===== src/verilog/dtu_pkg.sv =====
// Constants, field positions and encodings of the display timing unit
package dtu_pkg;

  // ----------------------------------------------------------------
  // Register indexes
  // ----------------------------------------------------------------
  localparam logic [7:0] IDX_VACT_END     = 8'h12;
  localparam logic [7:0] IDX_PITCH        = 8'h13;
  localparam logic [7:0] IDX_UNDERLINE    = 8'h14;
  localparam logic [7:0] IDX_VBLANK_START = 8'h15;
  localparam logic [7:0] IDX_VBLANK_END   = 8'h16;
  localparam logic [7:0] IDX_MODE         = 8'h17;
  localparam logic [7:0] IDX_SPLIT        = 8'h18;
  localparam logic [7:0] IDX_HOST_LATCH   = 8'h22;
  localparam logic [7:0] IDX_ATTR         = 8'h26;
  localparam logic [7:0] IDX_TEST         = 8'h2f;

  // ----------------------------------------------------------------
  // Field positions, write masks and reset values
  // ----------------------------------------------------------------
  localparam int UL_DWORD_BIT     = 6;
  localparam int UL_COUNT4_BIT    = 5;
  localparam int UL_LOC_MSB       = 4;
  localparam int MODE_SYNC_EN_BIT = 7;
  localparam int MODE_BYTE_BIT    = 6;
  localparam int MODE_COUNT2_BIT  = 3;
  localparam int MODE_VDOUBLE_BIT = 2;
  localparam int TEST_V5_BIT      = 7;
  localparam int TEST_V4_BIT      = 6;
  localparam int TEST_H5_BIT      = 5;
  localparam int TEST_H4_BIT      = 4;
  localparam int TEST_FORCE_BIT   = 0;

  localparam logic [7:0] UL_WRITE_MASK   = 8'h7f;
  localparam logic [7:0] MODE_WRITE_MASK = 8'hcc;
  localparam logic [7:0] TEST_WRITE_MASK = 8'hf1;
  localparam logic [7:0] REG_RESET       = 8'h00;

  // ----------------------------------------------------------------
  // Counter widths and fixed timing
  // ----------------------------------------------------------------
  localparam int HCNT_W = 9;
  localparam int VCNT_W = 10;
  localparam int ADDR_W = 16;

  localparam logic [3:0]        CHAR_DIV_LAST = 4'h7;
  localparam logic [HCNT_W-1:0] H_TOTAL       = 9'h063;
  localparam logic [HCNT_W-1:0] H_ACTIVE      = 9'h050;
  localparam logic [HCNT_W-1:0] H_SYNC_START  = 9'h054;
  localparam logic [HCNT_W-1:0] H_SYNC_END    = 9'h060;
  localparam logic [VCNT_W-1:0] V_TOTAL       = 10'h20c;
  localparam logic [VCNT_W-1:0] V_SYNC_START  = 10'h1ea;
  localparam logic [VCNT_W-1:0] V_SYNC_END    = 10'h1ec;
  localparam logic [4:0]        ROW_LAST      = 5'h0f;

  // Lowest bit of each test-clocked counter section
  localparam int V5_LSB = 5;
  localparam int V4_LSB = 6;
  localparam int H5_LSB = 4;
  localparam int H4_LSB = 0;

  // ----------------------------------------------------------------
  // Encodings
  // ----------------------------------------------------------------
  typedef enum logic [2:0] {
    FETCH_BYTE  = 3'h1,
    FETCH_WORD  = 3'h2,
    FETCH_DWORD = 3'h4
  } dtu_fetch_e;

  typedef enum logic [2:0] {
    STEP_1 = 3'h1,
    STEP_2 = 3'h2,
    STEP_4 = 3'h4
  } dtu_step_e;

endpackage


===== src/verilog/dtu_char_clock.sv =====
// Character clock enable divider
`timescale 1ns/100ps
module dtu_char_clock (
  input  wire logic sys_clk,
  input  wire logic rst_n,
  output logic      char_en
);

  logic [3:0] div_cnt;

  // ----------------------------------------------------------------
  // Divider
  // ----------------------------------------------------------------
  always_ff @(posedge sys_clk) begin
    if (!rst_n) begin
      div_cnt <= 4'h0;
    end else if (div_cnt == dtu_pkg::CHAR_DIV_LAST) begin
      div_cnt <= 4'h0;
    end else begin
      div_cnt <= div_cnt + 4'h1;
    end
  end

  assign char_en = (div_cnt == dtu_pkg::CHAR_DIV_LAST);

endmodule


===== src/verilog/dtu_fetch_addr.sv =====
// Display memory fetch address generator
`timescale 1ns/100ps
module dtu_fetch_addr (
  input  wire logic                      sys_clk,
  input  wire logic                      rst_n,
  input  wire logic                      char_en,
  input  wire logic                      h_active,
  input  wire logic                      line_wrap,
  input  wire logic                      line_adv,
  input  wire logic                      frame_wrap,
  input  wire logic [7:0]                pitch,
  input  wire dtu_pkg::dtu_fetch_e       fetch_mode,
  input  wire dtu_pkg::dtu_step_e        step_mode,
  output logic      [dtu_pkg::ADDR_W-1:0] mem_addr
);

  logic [dtu_pkg::ADDR_W-1:0] line_start;
  logic [dtu_pkg::ADDR_W-1:0] addr_cnt;
  logic [dtu_pkg::ADDR_W-1:0] pitch_step;
  logic [1:0]                 sub_cnt;
  logic                       step_tick;

  // ----------------------------------------------------------------
  // Pitch scaling
  // ----------------------------------------------------------------
  // Counter units; the output shift completes x4 and x8
  assign pitch_step = {7'h00, pitch, 1'b0};

  // ----------------------------------------------------------------
  // Step divider
  // ----------------------------------------------------------------
  always_comb begin
    unique case (step_mode)
      dtu_pkg::STEP_1: step_tick = 1'b1;
      dtu_pkg::STEP_2: step_tick = sub_cnt[0];
      dtu_pkg::STEP_4: step_tick = (sub_cnt == 2'h3);
      default:         step_tick = 1'b1;
    endcase
  end

  always_ff @(posedge sys_clk) begin
    if (!rst_n || line_wrap) begin
      sub_cnt <= 2'h0;
    end else if (char_en && h_active) begin
      sub_cnt <= sub_cnt + 2'h1;
    end
  end

  // ----------------------------------------------------------------
  // Line start and address counter
  // ----------------------------------------------------------------
  always_ff @(posedge sys_clk) begin
    if (!rst_n || frame_wrap) begin
      line_start <= '0;
    end else if (line_adv) begin
      line_start <= line_start + pitch_step;
    end
  end

  always_ff @(posedge sys_clk) begin
    if (!rst_n) begin
      addr_cnt <= '0;
    end else if (line_wrap) begin
      addr_cnt <= frame_wrap ? '0 : (line_adv ? line_start + pitch_step : line_start);
    end else if (char_en && h_active && step_tick) begin
      addr_cnt <= addr_cnt + 16'h0001;
    end
  end

  // ----------------------------------------------------------------
  // Output address
  // ----------------------------------------------------------------
  always_ff @(posedge sys_clk) begin
    if (!rst_n) begin
      mem_addr <= '0;
    end else begin
      unique case (fetch_mode)
        dtu_pkg::FETCH_BYTE:  mem_addr <= addr_cnt;
        dtu_pkg::FETCH_WORD:  mem_addr <= {addr_cnt[14:0], 1'b0};
        dtu_pkg::FETCH_DWORD: mem_addr <= {addr_cnt[13:0], 2'h0};
        default:              mem_addr <= addr_cnt;
      endcase
    end
  end

endmodule


===== src/verilog/dtu_timing.sv =====
// Display timing unit: indexed registers, counters, sync and fetch address
//
// Design decision made here: strobed register access.
`timescale 1ns/100ps
module dtu_timing (
  input  wire logic                       sys_clk,
  input  wire logic                       rst_n,
  input  wire logic [7:0]                 reg_addr,
  input  wire logic [7:0]                 reg_wdata,
  input  wire logic                       reg_wr,
  input  wire logic                       reg_rd,
  output logic      [7:0]                 reg_rdata,
  input  wire logic [7:0]                 host_latch_data,
  input  wire logic                       hsync_neg_sel,
  input  wire logic                       vsync_neg_sel,
  output logic                            hsync,
  output logic                            vsync,
  output logic                            display_active,
  output logic                            vblank,
  output logic                            underline_scan,
  output logic                            mem_fetch,
  output logic      [dtu_pkg::ADDR_W-1:0] mem_addr
);

  // ----------------------------------------------------------------
  // Declarations
  // ----------------------------------------------------------------
  logic [7:0]                 vertical_active_end;
  logic [7:0]                 line_pitch;
  logic [7:0]                 underline_row_register;
  logic [7:0]                 vertical_blanking_start;
  logic [7:0]                 vertical_blanking_end;
  logic [7:0]                 timing_mode_control;
  logic [7:0]                 split_screen_line;
  logic [7:0]                 attribute_access;
  logic [7:0]                 timing_test_control;

  logic [dtu_pkg::HCNT_W-1:0] h_cnt;
  logic [dtu_pkg::VCNT_W-1:0] v_cnt;
  logic [dtu_pkg::HCNT_W-1:0] h_test_inc;
  logic [dtu_pkg::VCNT_W-1:0] v_test_inc;
  logic [4:0]                 row_scan;
  logic                       half_line;
  logic                       char_en;
  logic                       line_wrap;
  logic                       line_adv;
  logic                       frame_wrap;
  logic                       test_read;
  logic                       h_active;
  logic                       h_sync_win;
  logic                       v_sync_win;
  logic                       sync_en;
  logic                       h_act_lvl;
  logic                       v_act_lvl;
  logic [7:0]                 next_rdata;
  dtu_pkg::dtu_fetch_e        fetch_mode;
  dtu_pkg::dtu_step_e         step_mode;

  // ----------------------------------------------------------------
  // Register writes
  // ----------------------------------------------------------------
  always_ff @(posedge sys_clk) begin
    if (!rst_n) begin
      vertical_active_end     <= dtu_pkg::REG_RESET;
      line_pitch              <= dtu_pkg::REG_RESET;
      vertical_blanking_start <= dtu_pkg::REG_RESET;
      vertical_blanking_end   <= dtu_pkg::REG_RESET;
      split_screen_line       <= dtu_pkg::REG_RESET;
      attribute_access        <= dtu_pkg::REG_RESET;
    end else if (reg_wr) begin
      unique case (reg_addr)
        dtu_pkg::IDX_VACT_END:     vertical_active_end     <= reg_wdata;
        dtu_pkg::IDX_PITCH:        line_pitch              <= reg_wdata;
        dtu_pkg::IDX_VBLANK_START: vertical_blanking_start <= reg_wdata;
        dtu_pkg::IDX_VBLANK_END:   vertical_blanking_end   <= reg_wdata;
        dtu_pkg::IDX_SPLIT:        split_screen_line       <= reg_wdata;
        dtu_pkg::IDX_ATTR:         attribute_access        <= reg_wdata;
        default: begin
        end
      endcase
    end
  end

  always_ff @(posedge sys_clk) begin
    if (!rst_n) begin
      underline_row_register <= dtu_pkg::REG_RESET;
    end else if (reg_wr && reg_addr == dtu_pkg::IDX_UNDERLINE) begin
      underline_row_register <= reg_wdata & dtu_pkg::UL_WRITE_MASK;
    end
  end

  always_ff @(posedge sys_clk) begin
    if (!rst_n) begin
      timing_mode_control <= dtu_pkg::REG_RESET;
    end else if (reg_wr && reg_addr == dtu_pkg::IDX_MODE) begin
      timing_mode_control <= reg_wdata & dtu_pkg::MODE_WRITE_MASK;
    end
  end

  always_ff @(posedge sys_clk) begin
    if (!rst_n) begin
      timing_test_control <= dtu_pkg::REG_RESET;
    end else if (reg_wr && reg_addr == dtu_pkg::IDX_TEST) begin
      timing_test_control <= reg_wdata & dtu_pkg::TEST_WRITE_MASK;
    end
  end

  // ----------------------------------------------------------------
  // Register reads
  // ----------------------------------------------------------------
  always_comb begin
    unique case (reg_addr)
      dtu_pkg::IDX_VACT_END:     next_rdata = vertical_active_end;
      dtu_pkg::IDX_PITCH:        next_rdata = line_pitch;
      dtu_pkg::IDX_UNDERLINE:    next_rdata = underline_row_register;
      dtu_pkg::IDX_VBLANK_START: next_rdata = vertical_blanking_start;
      dtu_pkg::IDX_VBLANK_END:   next_rdata = vertical_blanking_end;
      dtu_pkg::IDX_MODE:         next_rdata = timing_mode_control;
      dtu_pkg::IDX_SPLIT:        next_rdata = split_screen_line;
      dtu_pkg::IDX_HOST_LATCH:   next_rdata = host_latch_data;
      dtu_pkg::IDX_ATTR:         next_rdata = attribute_access;
      dtu_pkg::IDX_TEST:         next_rdata = timing_test_control;
      default:                   next_rdata = 8'h00;
    endcase
  end

  always_ff @(posedge sys_clk) begin
    if (!rst_n) begin
      reg_rdata <= 8'h00;
    end else if (reg_rd) begin
      reg_rdata <= next_rdata;
    end else begin
      reg_rdata <= 8'h00;
    end
  end

  // ----------------------------------------------------------------
  // Mode decode
  // ----------------------------------------------------------------
  always_comb begin
    if (underline_row_register[dtu_pkg::UL_DWORD_BIT]) begin
      fetch_mode = dtu_pkg::FETCH_DWORD;
    end else if (timing_mode_control[dtu_pkg::MODE_BYTE_BIT]) begin
      fetch_mode = dtu_pkg::FETCH_BYTE;
    end else begin
      fetch_mode = dtu_pkg::FETCH_WORD;
    end
  end

  always_comb begin
    if (underline_row_register[dtu_pkg::UL_COUNT4_BIT]) begin
      step_mode = dtu_pkg::STEP_4;
    end else if (timing_mode_control[dtu_pkg::MODE_COUNT2_BIT]) begin
      step_mode = dtu_pkg::STEP_2;
    end else begin
      step_mode = dtu_pkg::STEP_1;
    end
  end

  // ----------------------------------------------------------------
  // Test clocking of counter sections
  // ----------------------------------------------------------------
  assign test_read = reg_rd && (timing_test_control[dtu_pkg::TEST_V5_BIT:dtu_pkg::TEST_H4_BIT] != 4'h0);

  always_comb begin
    h_test_inc = '0;
    v_test_inc = '0;
    if (timing_test_control[dtu_pkg::TEST_H5_BIT]) begin
      h_test_inc[dtu_pkg::H5_LSB] = 1'b1;
    end
    if (timing_test_control[dtu_pkg::TEST_H4_BIT]) begin
      h_test_inc[dtu_pkg::H4_LSB] = 1'b1;
    end
    if (timing_test_control[dtu_pkg::TEST_V5_BIT]) begin
      v_test_inc[dtu_pkg::V5_LSB] = 1'b1;
    end
    if (timing_test_control[dtu_pkg::TEST_V4_BIT]) begin
      v_test_inc[dtu_pkg::V4_LSB] = 1'b1;
    end
  end

  // ----------------------------------------------------------------
  // Character clock
  // ----------------------------------------------------------------
  dtu_char_clock u_char_clock (
    .sys_clk (sys_clk),
    .rst_n   (rst_n),
    .char_en (char_en)
  );

  // ----------------------------------------------------------------
  // Horizontal counter
  // ----------------------------------------------------------------
  assign line_wrap = char_en && (h_cnt == dtu_pkg::H_TOTAL) && !test_read;
  assign h_active  = (h_cnt < dtu_pkg::H_ACTIVE);

  always_ff @(posedge sys_clk) begin
    if (!rst_n) begin
      h_cnt <= '0;
    end else if (test_read) begin
      h_cnt <= h_cnt + h_test_inc;
    end else if (line_wrap) begin
      h_cnt <= '0;
    end else if (char_en) begin
      h_cnt <= h_cnt + 9'h001;
    end
  end

  // ----------------------------------------------------------------
  // Vertical counter
  // ----------------------------------------------------------------
  assign line_adv   = line_wrap && (!timing_mode_control[dtu_pkg::MODE_VDOUBLE_BIT] || half_line);
  assign frame_wrap = line_adv && (v_cnt == dtu_pkg::V_TOTAL);

  always_ff @(posedge sys_clk) begin
    if (!rst_n) begin
      half_line <= 1'b0;
    end else if (line_wrap) begin
      half_line <= !half_line;
    end
  end

  always_ff @(posedge sys_clk) begin
    if (!rst_n) begin
      v_cnt <= '0;
    end else if (test_read) begin
      v_cnt <= v_cnt + v_test_inc;
    end else if (frame_wrap) begin
      v_cnt <= '0;
    end else if (line_adv) begin
      v_cnt <= v_cnt + 10'h001;
    end
  end

  // ----------------------------------------------------------------
  // Character row scan and underline
  // ----------------------------------------------------------------
  always_ff @(posedge sys_clk) begin
    if (!rst_n || frame_wrap) begin
      row_scan <= 5'h00;
    end else if (line_adv) begin
      row_scan <= (row_scan == dtu_pkg::ROW_LAST) ? 5'h00 : row_scan + 5'h01;
    end
  end

  always_ff @(posedge sys_clk) begin
    if (!rst_n) begin
      underline_scan <= 1'b0;
    end else begin
      underline_scan <= (row_scan == underline_row_register[dtu_pkg::UL_LOC_MSB:0]);
    end
  end

  // ----------------------------------------------------------------
  // Active display and vertical blanking
  // ----------------------------------------------------------------
  always_ff @(posedge sys_clk) begin
    if (!rst_n) begin
      display_active <= 1'b0;
    end else begin
      display_active <= h_active && (v_cnt <= {2'h0, vertical_active_end});
    end
  end

  always_ff @(posedge sys_clk) begin
    if (!rst_n) begin
      vblank <= 1'b0;
    end else if (line_adv && v_cnt[7:0] == vertical_blanking_start) begin
      vblank <= 1'b1;
    end else if (line_adv && v_cnt[7:0] == vertical_blanking_end) begin
      vblank <= 1'b0;
    end
  end

  assign mem_fetch = char_en && h_active && display_active;

  // ----------------------------------------------------------------
  // Fetch address
  // ----------------------------------------------------------------
  dtu_fetch_addr u_fetch_addr (
    .sys_clk    (sys_clk),
    .rst_n      (rst_n),
    .char_en    (char_en),
    .h_active   (h_active),
    .line_wrap  (line_wrap),
    .line_adv   (line_adv),
    .frame_wrap (frame_wrap),
    .pitch      (line_pitch),
    .fetch_mode (fetch_mode),
    .step_mode  (step_mode),
    .mem_addr   (mem_addr)
  );

  // ----------------------------------------------------------------
  // Sync generation
  // ----------------------------------------------------------------
  assign sync_en    = timing_mode_control[dtu_pkg::MODE_SYNC_EN_BIT];
  assign h_sync_win = (h_cnt >= dtu_pkg::H_SYNC_START) && (h_cnt < dtu_pkg::H_SYNC_END);
  assign v_sync_win = (v_cnt >= dtu_pkg::V_SYNC_START) && (v_cnt < dtu_pkg::V_SYNC_END);
  assign h_act_lvl  = timing_test_control[dtu_pkg::TEST_FORCE_BIT] || !hsync_neg_sel;
  assign v_act_lvl  = timing_test_control[dtu_pkg::TEST_FORCE_BIT] || !vsync_neg_sel;

  always_ff @(posedge sys_clk) begin
    if (!rst_n) begin
      hsync <= 1'b0;
    end else if (sync_en && h_sync_win) begin
      hsync <= h_act_lvl;
    end else begin
      hsync <= !h_act_lvl;
    end
  end

  always_ff @(posedge sys_clk) begin
    if (!rst_n) begin
      vsync <= 1'b0;
    end else if (sync_en && v_sync_win) begin
      vsync <= v_act_lvl;
    end else begin
      vsync <= !v_act_lvl;
    end
  end

endmodule

===== config.mk =====
export PLATFORM = sky130hd
export DESIGN_NAME = dtu_timing
export DESIGN_NICKNAME = d
export VERILOG_FILES = /design/src/verilog/dtu_pkg.sv /design/src/verilog/dtu_char_clock.sv /design/src/verilog/dtu_fetch_addr.sv /design/src/verilog/dtu_timing.sv
export SDC_FILE = /design/constraint.sdc
export NUM_CORES = 1
export LEC_CHECK = 0
export ABC_AREA = 1
export BUFFER_PORTS_ARGS = -buffer_cell sky130_fd_sc_hd__clkbuf_2
export CORE_MARGIN = 8
export CORE_UTILIZATION = 66
export DETAILED_ROUTE_END_ITERATION = 8
export GPL_TIMING_DRIVEN = 0
export PLACE_DENSITY = 0.86
export SYNTH_ARGS = -nofsm -noshare
export SYNTH_HDL_FRONTEND = slang
export SYNTH_SLANG_ARGS = --single-unit

===== constraint.sdc =====
create_clock -name sys_clk -period 4.7 [get_ports sys_clk]
set_clock_uncertainty 0.05 [all_clocks]
set_input_delay 0.235 -clock sys_clk [delete_from_list [all_inputs] [get_ports sys_clk]]
set_output_delay 0.235 -clock sys_clk [all_outputs]
set_load 0.1 [all_outputs]

==> impl_metrics.toml <==
[status]
run_status = "finished, final reports clean"

[setup_path]
critPathArrivalTime_ns = 2.24
cp-end-kind = "output pin"
rr_startpoint = "h_cnt[1]"
worst_setup_path_start_kind = "flip-flop"
critPathRequiredTime_ns = 4.41
crit_type = "flip-flop to output pin"
crit_path_max_fanout = 7
r2r_end = "v_cnt[3]"
reg2regPathDepth = 11
r2r_slack_ns = 2.41

[clocking]
clock_path_buffers = 2
cts_repair_resize_count = 0
total_clock_buffers_created_by_cts = 17
root_buffer = "clkbuf_16"
cts.sinks = 155
cts_setup_buffers = 0
clk-insertion-delay-late_ns = 0.43
cts.reportedPaths.clkPinSlew_ns = 0.06
cts.htree.levels = 4
cts_tree = "done"
cts_hold_repair.buffers = 0

[place]
port_buf_inserts = 59
dp_slack_ns = 2.48
placer_congestion_estimate = 0.992
place_hpwl_um = 18200

[min_path]
worst_hold_path.endpoint = "vsync"
holdCritPathClass = "input pin to flip-flop"
min_path_cells = 3
holdCritStartpoint = "vsync_neg_sel"

[synthesis]
ys_warn_count = 0
cell_with_the_most_instances_after_synthesis = "nand2_1"
postSynth.asyncResetShare_pct = 0
synth_top_cells_by_area = "dfxtp_1 (36%), nand2_1 (11%), inv_1 (7.7%)"
synth.cell_area_um2 = 8580
synth_seq_cells = 155
netlist.top_cell.by_area = "dfxtp_1"
postSynthCellCount = 1280
synth_nets = 1341
synth-main-ff-cell = "dfxtp_1"
synth_common_cells = "nand2_1 (261), inv_1 (177), dfxtp_1 (155)"
synth_enable_flop_cells = 0
post-synth-top-area-fraction_pct = 36.2
synth.avg_cell_area_um2 = 6.70
number_of_different_library_cells_in_the_post_synthesis_netlist = 40
synth-seq-area-share_pct = 36.2

[detailed_routing]
dr_total_vias = 8928
routed_wire_length_per_instance_um = 16.1
detailed_routing_iterations_pass_1 = 5
drt_iter0_markers = 1059
post_drt_via_cell_ratio = 5.79
wirelength_um = 24800
postRouteAntennaNets = 0
drt_drc_violations_left = 0

[sta]
final.setup.worst_slack_ns = 2.17
post_route_setup_tns_ns = 0
finalHoldViolCount = 0
fmax_mhz = 396
setup_viol_count_final = 0
slew_violations = 0
max_slew.worst_pin.slew_ns = 0.683
period_needed_ns = 2.53
rsz0062_at_grt = "false"
post-route-period-util_pct = 53.8
worst_slew_margin_rel_pct = 54.1

[pwr]
ir_worst_vdd_uv = 263
power_per_cell_area_nw_per_um2 = 290
leakage_nw = 4.08
power_w = 0.00281

[layout]
area_growth_pct = 12.8
nFillCells = 1014
drive_gt1_share_pct = 8.98
utilization_pct = 76.4
finish.net_count = 1419

[grt]
grt_ovf = 0
pin_count_of_the_biggest_net_entering_global_routing = 17
number_of_antenna_violations_at_the_first_check_in_global_routing = 0
first_global_vias = 8061
grt_pass1_wl_um = 39900
grt_util_all_layers_pct = 30.1

[die]
die_x_um = 130
num_io_pins = 60
die_h_um = 130
rows = 41
die_area_um2 = 16900
starting_utilization_of_the_core_area_pct = 67.7
core-area_um2 = 12700

[job]
drv_cap = 0
-- layout by cell type, fill, tap and decap left out, types with 4 or more instances in the layout --
cell type,synthesis,final
a211oi_1,9,9
nand3_1,80,80
xor2_1,20,20
buf_2,7,7
buf_4,5,5
inv_1,177,177
xnor2_1,7,7
dfxtp_1,155,155
clkbuf_2,0,59
o211ai_1,15,15
inv_2,4,4
a21oi_1,121,121
nor3_1,18,18
ha_1,29,29
nor2_1,130,130
nand4_1,18,18
nand3b_1,5,5
o22ai_1,32,32
nand2_1,261,261
clkbuf_1,28,28
a31oi_1,6,6
clkbuf_16,0,17
or2_2,5,5
clkinvlp_4,0,6
o21ai_0,116,116
-- critical path, stage by stage, from the launching register on --
cell and delay (ns):
dfxtp_1 0.35, ha_1 0.18, nand2_1 0.10, nor2_4 0.21, inv_1 0.10, nor2_2 0.20
inv_1 0.10, nor2_1 0.10, clkbuf_2 0.46
-- where the power goes --
part	internal [W]	total, W	switching, W
clock	0.000816	0.00137	0.000550
combinational	0.0000284	0.000116	0.0000876
sequential	0.00132	0.00133	0.00000430
-- cells by family (layout without fill, tap and decap cells) --
family	after synthesis	in the layout	share of synthesized area [%]
buffers and inverters	228	317	10.6
other	0	1	0
xor gates and xnor gates	27	27	2.76
adders and majority gates	31	31	4.69
AOI/OAI and AO/OA	310	310	19.6
DFF	155	155	36.2
and+or+nand+nor	529	529	26.2
-- layout make-up --
| class | instances | area (µm²) | share of cell area [%] |
|---|---|---|---|
| inverters | 183 | 687 | 7.10 |
| well taps | 172 | 215 | 2.22 |
| clock buffers | 20 | 467 | 4.82 |
| diodes | 1 | 2.50 | 0.0258 |
| plain buffers | 45 | 219 | 2.26 |
| repair buffers | 59 | 295 | 3.05 |
| multi-input cells | 897 | 4570 | 47.2 |
| flip-flops and latches | 155 | 3100 | 32.1 |
| clock inverters | 10 | 119 | 1.23 |
-- state kept, by name, summed over array words and instances (netlist names), 5 cells and up --
register / cells
split_screen_line: 8
vertical_active_end: 8
timing_test_control: 5
vertical_blanking_end: 8
vertical_blanking_start: 8
u_fetch_addr.line_start: 15
underline_row_register: 7
line_pitch: 8
u_fetch_addr.addr_cnt: 16
attribute_access: 8
u_fetch_addr.mem_addr: 16
row_scan: 5
reg_rdata: 8
h_cnt: 9
v_cnt: 10
-- worst max-delay path by stage --
| stage | startpoint | slack, ns | cells after the start | to |
|---|---|---|---|---|
| final | u_char_clock.div_cnt[0] | 2.17 | 8 | mem_fetch |
| after global routing | u_char_clock.div_cnt[0] | 2.00 | 8 | mem_fetch |
| after global placement | h_cnt[0] | 2.53 | 11 | u_fetch_addr.line_start[4] |
| after floorplan | u_char_clock.div_cnt[0] | 2.09 | 7 | mem_fetch |
| after detailed placement | h_cnt[1] | 2.48 | 11 | u_fetch_addr.line_start[4] |
| after CTS | u_char_clock.div_cnt[0] | 2.16 | 8 | mem_fetch |
-- layer usage --
layer  global-route usage [%]  vias to the layer above  wire length [µm]
met4                     14.9                        0               923
met1                     38.3                     3975             10400
met2                     46.7                      484             10900
met5                        0                        -                 0
li1                         -                     4377                 -
met3                     7.30                       92              2580
-- stage by stage --
stage	instance area, µm²	instances	hold slack [ns]
2_1_floorplan	8580	1280	0.345
3_3_place_gp	9090	1511	0.382
3_5_place_dp	9090	1511	0.393
4_1_cts	9680	1541	0.00317
5_1_grt	9680	1541	0.0281
6_report	9680	1542	0.0136
Power figures use the tool's default switching activity.
